**src/p9afm_map.vh**
```
// Register addresses, implemented-bit masks and reset values of the port 9 function mux
`ifndef P9AFM_MAP_VH
`define P9AFM_MAP_VH

// Byte addresses: full and low-byte view at the base, high-byte view at base + 1
`define P9AFM_MODE_ADDR      32'hFFFFF452
`define P9AFM_MODE_HI_ADDR   32'hFFFFF453
`define P9AFM_FUNC_ADDR      32'hFFFFF472
`define P9AFM_FUNC_HI_ADDR   32'hFFFFF473
`define P9AFM_EXT_ADDR       32'hFFFFF712
`define P9AFM_EXT_HI_ADDR    32'hFFFFF713

// Reset values
`define P9AFM_MODE_RESET     16'h0000
`define P9AFM_FUNC_RESET     16'h0000
`define P9AFM_EXT_RESET      16'h0000

// Device variants
`define P9AFM_VAR_SMALL      2'h0
`define P9AFM_VAR_MID        2'h1
`define P9AFM_VAR_LARGE      2'h2

// Implemented bits of mode and function control per variant
`define P9AFM_CTL_MASK_SMALL 16'hC0C3
`define P9AFM_CTL_MASK_MID   16'hC3C3
`define P9AFM_CTL_MASK_LARGE 16'hFFDF

// Implemented bits of the function extension per variant
`define P9AFM_EXT_MASK_SMALL 16'hC0C3
`define P9AFM_EXT_MASK_LARGE 16'hC0DF

// Access sizes
`define P9AFM_SIZE_BYTE      1'h0
`define P9AFM_SIZE_HALF      1'h1

`endif

```
**src/p9afm_sync.v**
```verilog
// Three-stage pin input synchroniser, change taken when stages two and three agree
`timescale 1ns/1ps
module p9afm_sync #(
  parameter W     = 16,
  parameter RESET = 16'h0000
) (
  // Clock and reset
  input  wire         clock_i,
  input  wire         reset_n_i,
  // Asynchronous input and filtered result
  input  wire [W-1:0] async_i,
  output reg  [W-1:0] sync_o
);

  reg [W-1:0] meta_q;
  reg [W-1:0] mid_q;
  reg [W-1:0] late_q;

  // First stage is only read by the second, so no logic sees a metastable value
  always @(posedge clock_i or negedge reset_n_i) begin
    if (!reset_n_i) begin
      meta_q <= RESET[W-1:0];
      mid_q  <= RESET[W-1:0];
      late_q <= RESET[W-1:0];
      sync_o <= RESET[W-1:0];
    end else begin
      meta_q <= async_i;
      mid_q  <= meta_q;
      late_q <= mid_q;
      // Per bit: a single-cycle disagreement is treated as a glitch and dropped
      sync_o <= (mid_q & late_q) | (sync_o & (mid_q ^ late_q));
    end
  end

endmodule

```
**src/p9afm_reg16.v**
```verilog
// Sixteen-bit control register with byte-lane and single-bit writes and fixed-zero bits
`timescale 1ns/1ps
module p9afm_reg16 #(
  parameter [15:0] MASK  = 16'hFFFF,
  parameter [15:0] RESET = 16'h0000
) (
  // Clock and reset
  input  wire        clock_i,
  input  wire        reset_n_i,
  // Write side
  input  wire        we_lo_i,
  input  wire        we_hi_i,
  input  wire        bit_mode_i,
  input  wire [3:0]  bit_sel_i,
  input  wire [15:0] data_i,
  // Stored value
  output wire [15:0] value_o
);

  reg  [15:0] value_q;
  reg  [15:0] value_d;
  reg  [15:0] lane_en;

  // Lane and bit enables, then masking so fixed-zero bits never store a one
  always @* begin
    lane_en = {{8{we_hi_i}}, {8{we_lo_i}}};
    if (bit_mode_i) begin
      lane_en = lane_en & (16'h0001 << bit_sel_i);
    end
    value_d = ((value_q & ~lane_en) | (data_i & lane_en)) & MASK;
  end

  always @(posedge clock_i or negedge reset_n_i) begin
    if (!reset_n_i) begin
      value_q <= RESET & MASK;
    end else begin
      value_q <= value_d;
    end
  end

  assign value_o = value_q;

endmodule

```
**src/p9afm_mux.v**
```verilog
// Port 9 pin-function multiplexer: mode, function and extension registers plus pin routing
//
// Contract
// [RULE1] Mode bit 0 gives the pin to port I/O, 1 to the chosen alternate function.
// [RULE2] All three registers take 16-bit, byte and single-bit reads and writes.
// [RULE3] High-byte alias bits 0 to 7 map onto register bits 8 to 15.
// [RULE4] Software clears both function registers, then writes FFFFH to mode in one write.
// [RULE5] Function control resets to 0000H; full/low view at F472H, high at F473H.
// [RULE6] Function extension is read/write, resets to 0000H, has low and high byte views.
// [RULE7] Function control bits exist per variant; bit 5 always reads zero.
// [RULE8] Extension bits only at 0,1,6,7,14,15, plus 2 to 4 in largest variant.
// [RULE9] Pin 15 code 01 interrupt 6 in, 10 timer 50 capture, 11 timer 50 out.
// [RULE10] Pin 14 code 01 interrupt 5 in, 10 timer 51 capture, 11 timer 51 out.
// [RULE11] Pins 13 to 10: interrupt 4, serial 3 clock, serial 3 out, serial 3 in.
// [RULE12] Pins 9 and 8: serial 1 clock and serial 1 data out when control is 1.
// [RULE13] Pin 7 code 01 serial 1 in, 10 timer 20 capture, 11 timer 20 out.
// [RULE14] Pin 6 serves timer 21; pins 4,3,2 serve timers 31, 40, 41.
// [RULE15] Pin 6 code 10 timer 21 capture, 11 timer 21 out, others prohibited.
// [RULE16] Pins 4,3,2 code 01 capture input, 10 timer output; 00 and 11 prohibited.
// [RULE17] Pin 1 code 01 key return 7, 10 UART 1 receive, 11 I2C 2 clock.
// [RULE18] Pin 0 code 01 key return 6, 10 UART 1 transmit, 11 I2C 2 data.
// [RULE19] Writes to unimplemented bits are ignored and those bits read zero.
// [RULE20] Software never programs a prohibited code; the result is undefined.
//
// Chosen here: the plain strobed port.
`timescale 1ns/1ps
`include "p9afm_map.vh"
module p9afm_mux #(
  parameter [1:0] VARIANT = `P9AFM_VAR_LARGE
) (
  // Clock and reset
  input  wire        clock_i,
  input  wire        reset_n_i,
  // Register port
  input  wire [31:0] bus_addr_i,
  input  wire [15:0] bus_wdata_i,
  input  wire        bus_write_i,
  input  wire        bus_read_i,
  input  wire        bus_size_i,
  input  wire        bus_bit_i,
  input  wire [2:0]  bus_bit_num_i,
  output reg  [15:0] bus_rdata_o,
  // Package pins
  input  wire [15:0] pin_in_i,
  output reg  [15:0] pin_out_o,
  output reg  [15:0] pin_oe_o,
  // Port data and direction logic
  input  wire [15:0] port_out_i,
  input  wire [15:0] port_oe_i,
  output wire [15:0] port_in_o,
  // Register views for the rest of the port
  output wire [15:0] port9_mode_control_o,
  // Peripheral inputs taken from pins
  output reg         external_interrupt_6_o,
  output reg         external_interrupt_5_o,
  output reg         external_interrupt_4_o,
  output reg         timer50_capture_in_o,
  output reg         timer51_capture_in_o,
  output reg         timer20_capture_in_o,
  output reg         timer21_capture_in_o,
  output reg         timer31_capture_in_o,
  output reg         timer40_capture_in_o,
  output reg         timer41_capture_in_o,
  output reg         serial3_data_in_o,
  output reg         serial3_clock_in_o,
  output reg         serial1_data_in_o,
  output reg         serial1_clock_in_o,
  output reg         key_return_6_o,
  output reg         key_return_7_o,
  output reg         uart1_receive_o,
  output reg         i2c2_clock_line_in_o,
  output reg         i2c2_data_line_in_o,
  // Peripheral outputs driven to pins
  input  wire        timer50_out_i,
  input  wire        timer51_out_i,
  input  wire        timer20_out_i,
  input  wire        timer21_out_i,
  input  wire        timer31_out_i,
  input  wire        timer40_out_i,
  input  wire        timer41_out_i,
  input  wire        serial3_clock_out_i,
  input  wire        serial3_clock_oe_i,
  input  wire        serial3_data_out_i,
  input  wire        serial1_clock_out_i,
  input  wire        serial1_clock_oe_i,
  input  wire        serial1_data_out_i,
  input  wire        uart1_transmit_i,
  input  wire        i2c2_clock_line_out_i,
  input  wire        i2c2_data_line_out_i
);

  // Implemented-bit masks chosen by the variant
  localparam [15:0] CTL_MASK = (VARIANT == `P9AFM_VAR_LARGE) ? `P9AFM_CTL_MASK_LARGE :
                               (VARIANT == `P9AFM_VAR_MID)   ? `P9AFM_CTL_MASK_MID :
                                                               `P9AFM_CTL_MASK_SMALL;
  localparam [15:0] EXT_MASK = (VARIANT == `P9AFM_VAR_LARGE) ? `P9AFM_EXT_MASK_LARGE :
                                                               `P9AFM_EXT_MASK_SMALL;

  // Register select indices
  localparam [1:0] SEL_MODE = 2'h0;
  localparam [1:0] SEL_FUNC = 2'h1;
  localparam [1:0] SEL_EXT  = 2'h2;
  localparam [1:0] SEL_NONE = 2'h3;

  // Decodes a byte address into register select, used by both read and write paths
  function [2:0] reg_decode;
    input [31:0] addr;
    begin
      case (addr)
        `P9AFM_MODE_ADDR:    reg_decode = {1'b0, SEL_MODE};
        `P9AFM_MODE_HI_ADDR: reg_decode = {1'b1, SEL_MODE};
        `P9AFM_FUNC_ADDR:    reg_decode = {1'b0, SEL_FUNC};
        `P9AFM_FUNC_HI_ADDR: reg_decode = {1'b1, SEL_FUNC};
        `P9AFM_EXT_ADDR:     reg_decode = {1'b0, SEL_EXT};
        `P9AFM_EXT_HI_ADDR:  reg_decode = {1'b1, SEL_EXT};
        default:             reg_decode = {1'b0, SEL_NONE};
      endcase
    end
  endfunction

  // Two-bit alternate code for one pin: extension bit over control bit
  function [1:0] pin_code;
    input [15:0] ext;
    input [15:0] ctl;
    input [3:0]  idx;
    begin
      pin_code = {ext[idx], ctl[idx]};
    end
  endfunction

  wire [2:0]  dec;
  wire        dec_hi;
  wire [1:0]  dec_sel;
  wire        half_ok;
  reg         we_lo;
  reg         we_hi;
  reg  [15:0] wr_data;
  wire [15:0] mode_q;
  wire [15:0] func_q;
  wire [15:0] ext_q;
  reg  [15:0] sel_val;
  wire [15:0] pin_s;

  assign dec     = reg_decode(bus_addr_i);
  assign dec_hi  = dec[2];
  assign dec_sel = dec[1:0];
  // A halfword access is only legal at the even base address
  assign half_ok = (bus_size_i == `P9AFM_SIZE_HALF) ? !dec_hi : 1'b1;

  // Lane enables: halfword writes take both lanes unless in bit mode, the high alias lands on bits 8 to 15
  always @* begin
    we_lo   = 1'b0;
    we_hi   = 1'b0;
    wr_data = 16'h0000;
    if (bus_write_i && (dec_sel != SEL_NONE) && half_ok) begin
      if (bus_size_i == `P9AFM_SIZE_HALF && !bus_bit_i) begin
        we_lo   = 1'b1;                                       // [RULE2]
        we_hi   = 1'b1;
        wr_data = bus_wdata_i;
      end else if (dec_hi) begin
        we_hi   = 1'b1;                                       // [RULE3]
        wr_data = {bus_wdata_i[7:0], 8'h00};
      end else begin
        we_lo   = 1'b1;
        wr_data = {8'h00, bus_wdata_i[7:0]};
      end
    end
  end

  // One register per select index; masks hold bit 5 and absent bits at zero [RULE5] [RULE6] [RULE7] [RULE8] [RULE19]
  wire [15:0] reg_val [0:2];
  genvar g;
  generate
    for (g = 0; g < 3; g = g + 1) begin : g_reg
      p9afm_reg16 #(
        .MASK  ((g == SEL_EXT) ? EXT_MASK : CTL_MASK),
        .RESET ((g == SEL_MODE) ? `P9AFM_MODE_RESET : (g == SEL_FUNC) ? `P9AFM_FUNC_RESET : `P9AFM_EXT_RESET)
      ) u_reg (
        .clock_i    (clock_i),
        .reset_n_i  (reset_n_i),
        .we_lo_i    (we_lo && {30'h0, dec_sel} == g),
        .we_hi_i    (we_hi && {30'h0, dec_sel} == g),
        .bit_mode_i (bus_bit_i),
        .bit_sel_i  ({dec_hi, bus_bit_num_i}),
        .data_i     (wr_data),
        .value_o    (reg_val[g])
      );
    end
  endgenerate
  assign mode_q = reg_val[SEL_MODE];
  assign func_q = reg_val[SEL_FUNC];
  assign ext_q  = reg_val[SEL_EXT];

  // Read data one cycle after the strobe; unmapped and misaligned reads give zero
  always @* begin
    case (dec_sel)
      SEL_MODE: sel_val = mode_q;
      SEL_FUNC: sel_val = func_q;
      SEL_EXT:  sel_val = ext_q;
      default:  sel_val = 16'h0000;
    endcase
  end

  always @(posedge clock_i or negedge reset_n_i) begin
    if (!reset_n_i) begin
      bus_rdata_o <= 16'h0000;
    end else if (bus_read_i && half_ok) begin
      if (bus_size_i == `P9AFM_SIZE_HALF) begin
        bus_rdata_o <= sel_val;                               // [RULE2]
      end else if (dec_hi) begin
        bus_rdata_o <= {8'h00, sel_val[15:8]};                // [RULE3]
      end else begin
        bus_rdata_o <= {8'h00, sel_val[7:0]};
      end
    end else begin
      bus_rdata_o <= 16'h0000;
    end
  end

  // Pin levels come from outside the clock domain
  p9afm_sync #(
    .W     (16),
    .RESET (16'h0000)
  ) u_pin_sync (
    .clock_i   (clock_i),
    .reset_n_i (reset_n_i),
    .async_i   (pin_in_i),
    .sync_o    (pin_s)
  );

  assign port_in_o            = pin_s;
  assign port9_mode_control_o = mode_q;

  reg [15:0] out_d;
  reg [15:0] oe_d;
  reg [18:0] per_d;
  reg [1:0]  c;

  // Routing. Prohibited codes leave the pin undriven and inputs at their idle level,
  // a safe choice although software must not rely on it [RULE20]
  always @* begin
    out_d = 16'h0000;
    oe_d  = 16'h0000;
    // Idle levels: UART receive and I2C lines rest high
    per_d = 19'h70000;
    c     = 2'h0;
    // Port I/O where the mode bit is clear [RULE1]
    out_d = port_out_i & ~mode_q;
    oe_d  = port_oe_i & ~mode_q;
    // Pin 15 [RULE9]
    c = pin_code(ext_q, func_q, 4'hF);
    if (mode_q[15]) begin
      if (c == 2'h1) per_d[0] = pin_s[15];
      if (c == 2'h2) per_d[3] = pin_s[15];
      if (c == 2'h3) {oe_d[15], out_d[15]} = {1'b1, timer50_out_i};
    end
    // Pin 14 [RULE10]
    c = pin_code(ext_q, func_q, 4'hE);
    if (mode_q[14]) begin
      if (c == 2'h1) per_d[1] = pin_s[14];
      if (c == 2'h2) per_d[4] = pin_s[14];
      if (c == 2'h3) {oe_d[14], out_d[14]} = {1'b1, timer51_out_i};
    end
    // Pins 13 to 10 [RULE11]
    if (mode_q[13] && func_q[13]) per_d[2] = pin_s[13];
    if (mode_q[12] && func_q[12])
      {out_d[12], oe_d[12], per_d[11]} = {serial3_clock_out_i, serial3_clock_oe_i, pin_s[12]};
    if (mode_q[11] && func_q[11]) {oe_d[11], out_d[11]} = {1'b1, serial3_data_out_i};
    if (mode_q[10] && func_q[10]) per_d[10] = pin_s[10];
    // Pins 9 and 8 [RULE12]
    if (mode_q[9] && func_q[9])
      {out_d[9], oe_d[9], per_d[13]} = {serial1_clock_out_i, serial1_clock_oe_i, pin_s[9]};
    if (mode_q[8] && func_q[8]) {oe_d[8], out_d[8]} = {1'b1, serial1_data_out_i};
    // Pin 7 [RULE13]
    c = pin_code(ext_q, func_q, 4'h7);
    if (mode_q[7]) begin
      if (c == 2'h1) per_d[12] = pin_s[7];
      if (c == 2'h2) per_d[5]  = pin_s[7];
      if (c == 2'h3) {oe_d[7], out_d[7]} = {1'b1, timer20_out_i};
    end
    // Pin 6 [RULE14] [RULE15]
    c = pin_code(ext_q, func_q, 4'h6);
    if (mode_q[6]) begin
      if (c == 2'h2) per_d[6] = pin_s[6];
      if (c == 2'h3) {oe_d[6], out_d[6]} = {1'b1, timer21_out_i};
    end
    // Pins 4, 3, 2: capture on 01, output on 10 [RULE14] [RULE16]
    c = pin_code(ext_q, func_q, 4'h4);
    if (mode_q[4] && c == 2'h1) per_d[7] = pin_s[4];
    if (mode_q[4] && c == 2'h2) {oe_d[4], out_d[4]} = {1'b1, timer31_out_i};
    c = pin_code(ext_q, func_q, 4'h3);
    if (mode_q[3] && c == 2'h1) per_d[8] = pin_s[3];
    if (mode_q[3] && c == 2'h2) {oe_d[3], out_d[3]} = {1'b1, timer40_out_i};
    c = pin_code(ext_q, func_q, 4'h2);
    if (mode_q[2] && c == 2'h1) per_d[9] = pin_s[2];
    if (mode_q[2] && c == 2'h2) {oe_d[2], out_d[2]} = {1'b1, timer41_out_i};
    // Pin 1: key return 7 also sees the pin in UART mode; I2C is open drain [RULE17]
    c = pin_code(ext_q, func_q, 4'h1);
    if (mode_q[1]) begin
      if (c == 2'h1 || c == 2'h2) per_d[15] = pin_s[1];
      if (c == 2'h2) per_d[16] = pin_s[1];
      if (c == 2'h3) {oe_d[1], per_d[17]} = {~i2c2_clock_line_out_i, pin_s[1]};
    end
    // Pin 0 [RULE18]
    c = pin_code(ext_q, func_q, 4'h0);
    if (mode_q[0]) begin
      if (c == 2'h1) per_d[14] = pin_s[0];
      if (c == 2'h2) {oe_d[0], out_d[0]} = {1'b1, uart1_transmit_i};
      if (c == 2'h3) {oe_d[0], per_d[18]} = {~i2c2_data_line_out_i, pin_s[0]};
    end
  end

  // Registered pin and peripheral outputs: one cycle of latency buys glitch-free pins
  always @(posedge clock_i or negedge reset_n_i) begin
    if (!reset_n_i) begin
      pin_out_o <= 16'h0000;
      pin_oe_o  <= 16'h0000;
      {i2c2_data_line_in_o, i2c2_clock_line_in_o, uart1_receive_o, key_return_7_o,
       key_return_6_o, serial1_clock_in_o, serial1_data_in_o, serial3_clock_in_o,
       serial3_data_in_o, timer41_capture_in_o, timer40_capture_in_o, timer31_capture_in_o,
       timer21_capture_in_o, timer20_capture_in_o, timer51_capture_in_o, timer50_capture_in_o,
       external_interrupt_4_o, external_interrupt_5_o, external_interrupt_6_o} <= 19'h70000;
    end else begin
      pin_out_o <= out_d;
      pin_oe_o  <= oe_d;
      {i2c2_data_line_in_o, i2c2_clock_line_in_o, uart1_receive_o, key_return_7_o,
       key_return_6_o, serial1_clock_in_o, serial1_data_in_o, serial3_clock_in_o,
       serial3_data_in_o, timer41_capture_in_o, timer40_capture_in_o, timer31_capture_in_o,
       timer21_capture_in_o, timer20_capture_in_o, timer51_capture_in_o, timer50_capture_in_o,
       external_interrupt_4_o, external_interrupt_5_o, external_interrupt_6_o} <= per_d;
    end
  end

endmodule

```
**config.mk**
```make
export PLATFORM = sky130hd
export DESIGN_NAME = p9afm_mux
export DESIGN_NICKNAME = d
export VERILOG_FILES = /design/src/p9afm_sync.v /design/src/p9afm_reg16.v /design/src/p9afm_mux.v
export VERILOG_INCLUDE_DIRS = /design/src /design/src/src
export SDC_FILE = /design/constraint.sdc
export NUM_CORES = 1
export LEC_CHECK = 0
export ABC_AREA = 1
export BUFFER_PORTS_ARGS = -buffer_cell sky130_fd_sc_hd__clkbuf_2
export CAP_MARGIN = 20
export CORE_MARGIN = 2
export CORE_UTILIZATION = 58
export CTS_BUF_LIST = sky130_fd_sc_hd__clkbuf_4 sky130_fd_sc_hd__clkbuf_8
export DETAILED_ROUTE_END_ITERATION = 12
export PLACE_DENSITY = 0.88
export SKIP_LAST_GASP = 1
export SLEW_MARGIN = 0
export SYNTH_ARGS = -nofsm -noshare
export SYNTH_HDL_FRONTEND = slang
export SYNTH_SLANG_ARGS = --single-unit
```
**constraint.sdc**
```tcl
create_clock -name clock_i -period 1.99 [get_ports clock_i]
set_clock_uncertainty 0.05 [all_clocks]
set_input_delay 0.398 -clock clock_i [delete_from_list [all_inputs] [get_ports clock_i]]
set_output_delay 0.398 -clock clock_i [all_outputs]
set_load 0.05 [all_outputs]
```
==> impl_metrics.tcl <==
set metrics [dict create \
    grt_pass1_vias 6220 \
    r2r_cells 4 \
    grt_max_degree 56 \
    crit_path_max_fanout 8 \
    p_sw_share_pct 27.4 \
    core-area_mm2 0.0125 \
    fin_crit_ns 1.77 \
    final.fill_count 872 \
    regToRegSetupSlack_ns 0.81 \
    yosysUniqueCellTypes 42 \
    avgViaCountPerCell 5.11 \
    drt_iter0_drc 405 \
    post_cts_buffers 0 \
    synth_flop_cell "dfrtp_1" \
    power_frac_clock_pct 35.9 \
    p_leak_nw 5.19 \
    worstSkewPairLatency_ns 0.46 \
    grtUsageMet2_pct 48.7 \
    peakVddDrop_v 0.000585 \
    syn_nets 922 \
    crit_path_end_kind "flop" \
    avgSynthCellArea_um2 9.45 \
    crit_type "input port to flop" \
    maxSlewHeadroom_pct 64.7 \
    dpl_worst_slack_ns -0.194 \
    worstReg2RegEnd "bus_rdata_o[2]$_DFF_PN0_" \
    cts_resized 0 \
    pwr-share-seq_pct 52.4 \
    layout.cells.non_filler 1259 \
    syn_inst 783 \
    grt_use_total_pct 28.4 \
    cts_root_buffer "clkbuf_8" \
    grt_pass1_wl_mm 29.4 \
    slew_viol_final 0 \
    fin_nets 1213 \
    hold_depth 3 \
    grt.busiest_layer "met2" \
    hpwl_mm 14.0 \
    combPwrFrac_pct 11.7 \
    worstHoldStart "port_oe_i[10]" \
    fin_ws_ns 0.222 \
    synth_edf_count 0 \
    finish.utilization_pct 77.2 \
    use_met3_pct 8.34 \
    p_int_mw 5.03 \
    die_x_um 117 \
    clock_path_buffers 2 \
    dp.cells 1208 \
    cts_tree "done" \
    synth_most_common_cell "nand2_1" \
    cts.sinks 170 \
    startpoint_type "input port" \
    hold_class "input port to flop" \
    clk_pin_slew_ns 0.09 \
    gp_congestion 0.943 \
    max_freq_ghz 0.566 \
    pin_count 220 \
    synth_top_area_share_pct 56.5 \
    power_switching_mw 1.90 \
    detail_route.wirelength_mm 18.6 \
    cts_max_level 4 \
    drive_gt1_share_pct 31.6 \
    fp-row-count 41 \
    crit_required_ns 2.31 \
    port_buffers 218 \
    initial_core_util_pct 59.1 \
    diodes 0 \
    period_share_pct 88.9 \
    yosysSeqAreaShare_pct 57.5 \
    detail_route.first_pass.iterations 7 \
    synth_area_leaders "dfrtp_1 56%, nand2_1 8.7%, inv_1 6.1%" \
    setup_viol 0 \
    yosysWarnings 0 \
    rsz0062_at_grt "no" \
    die_area_mm2 0.0137 \
    synth_top_area_cell "dfrtp_1" \
    vias 6439 \
    hold_violations 0 \
    arrival_ns 2.09 \
    powerDensity_mw_per_mm2 717 \
    grt_util_met1_pct 33.6 \
    grt_overflow 0 \
    yosys-top-cells-count "172 x nand2_1, 167 x dfrtp_1, 121 x inv_1" \
    max_cap_violations 0 \
    drc 0 \
    cts_made_buffers 17 \
    wl_per_cell_um 14.8 \
    antenna_found_initial 0 \
    netlist_area_mm2 0.00740 \
    yosys_register_bits 170 \
    tightest_slew_ns 0.529 \
    ant_nets 0 \
    min_to "pin_oe_o[10]$_DFF_PN0_" \
    die_height_um 117 \
    syn2layout_area_growth_pct 30.5 \
    synthArstFlopShare_pct 100 \
    status "finished, final reports clean" \
]
timing repair:
| item | in CTS | in global routing |
|---|---|---|
| endpoints found under the setup margin | 0 | 0 |
| hold buffers | 19 | 0 |
| endpoints found under the hold margin | 66 | 0 |
cell families after synthesis:
family | count (synthesis) | synth area share [%]
other | 1 | 0.0507
buffers and inverters | 139 | 7.74
AOI/OAI and AO/OA | 88 | 7.15
muxes | 2 | 0.304
adders and majority gates | 18 | 3.04
DFF | 170 | 57.5
and+or+nand+nor | 365 | 24.2
cells in the final DEF, fill, tap and decap left out, drive strengths merged, types with 7 or more instances in the layout:
cell type and n:
ha 18, o21ai 37, dlygate4sd3 19, nor2 68, dfrtp 167, nor4 7, a21o 17, inv 132
nand3 78, nand4 12, clkbuf 236, nand2 180, buf 48, a21oi 23, nor3 11
per-stage QoR:
step / area [µm²] / hold WS [ns] / setup TNS (ns) / total power [mW]
final: 9660 / 0.0672 / 0 / 6.93
after global routing: 9660 / 0.0468 / 0 / 7.22
after CTS: 9660 / 0.0384 / 0 / 6.98
after detailed placement: 9060 / 0.286 / -5.95 / 4.47
after global placement: 9060 / 0.282 / -2.76 / 4.45
after floorplan: 7400 / 0.0524 / 0 / 4.11
routing by layer:
layer  routed length [µm]  share of wire, %  vias up
li1                     -                 -     3087
met1                 7100                38     3028
met2                 9460                51      278
met3                 1540               8.3       46
met4                  526               2.8        0
met5                    0                 0        -
area by class of cell:
class                      instances  area (µm²)  share of cell area (%)
clock inverter                    13         156                    1.62
inverter                         127         477                    4.93
timing repair buffer             284        1730                    17.9
tap                              172         215                    2.23
clock buffer                      19         255                    2.64
sequential                       170        4260                    44.1
multi-input combinational        474        2570                    26.6
worst max-delay path by stage:
stage | start | slack (ns) | endpoint | cells past startpoint
floorplan | bus_addr_i[2] | 0.08 | flop | 13
global placement | bus_addr_i[3] | -0.12 | flop | 15
detailed placement | bus_addr_i[3] | -0.19 | flop | 15
CTS | flop | 0.23 | port9_mode_control_o[9] | 1
global route | bus_addr_i[3] | 0.02 | flop | 15
finish | bus_addr_i[11] | 0.22 | bus_rdata_o[1]$_DFF_PN0_ | 14
power by group through the flow:
stage               Sequential (mW)  Combinational, mW  Clock, mW
finish                         3.63              0.809       2.49
global route                   3.65              0.884       2.69
CTS                            3.63              0.810       2.54
detailed placement             3.70              0.775          0
global placement               3.69              0.758          0
floorplan                      3.94              0.175          0
critical path, stage by stage:
cell and delay, ns:
clkbuf_2 0.10, inv_2 0.04, nand2_2 0.07, nor2_2 0.05, nand2_1 0.11, nor2_1 0.07, nand2_2 0.10, nand3_2 0.19
buf_4 0.23, nand2_1 0.07, inv_2 0.06, a21oi_2 0.26, o21ai_0 0.17, a21oi_1 0.17
Power figures use the tool's default switching activity.
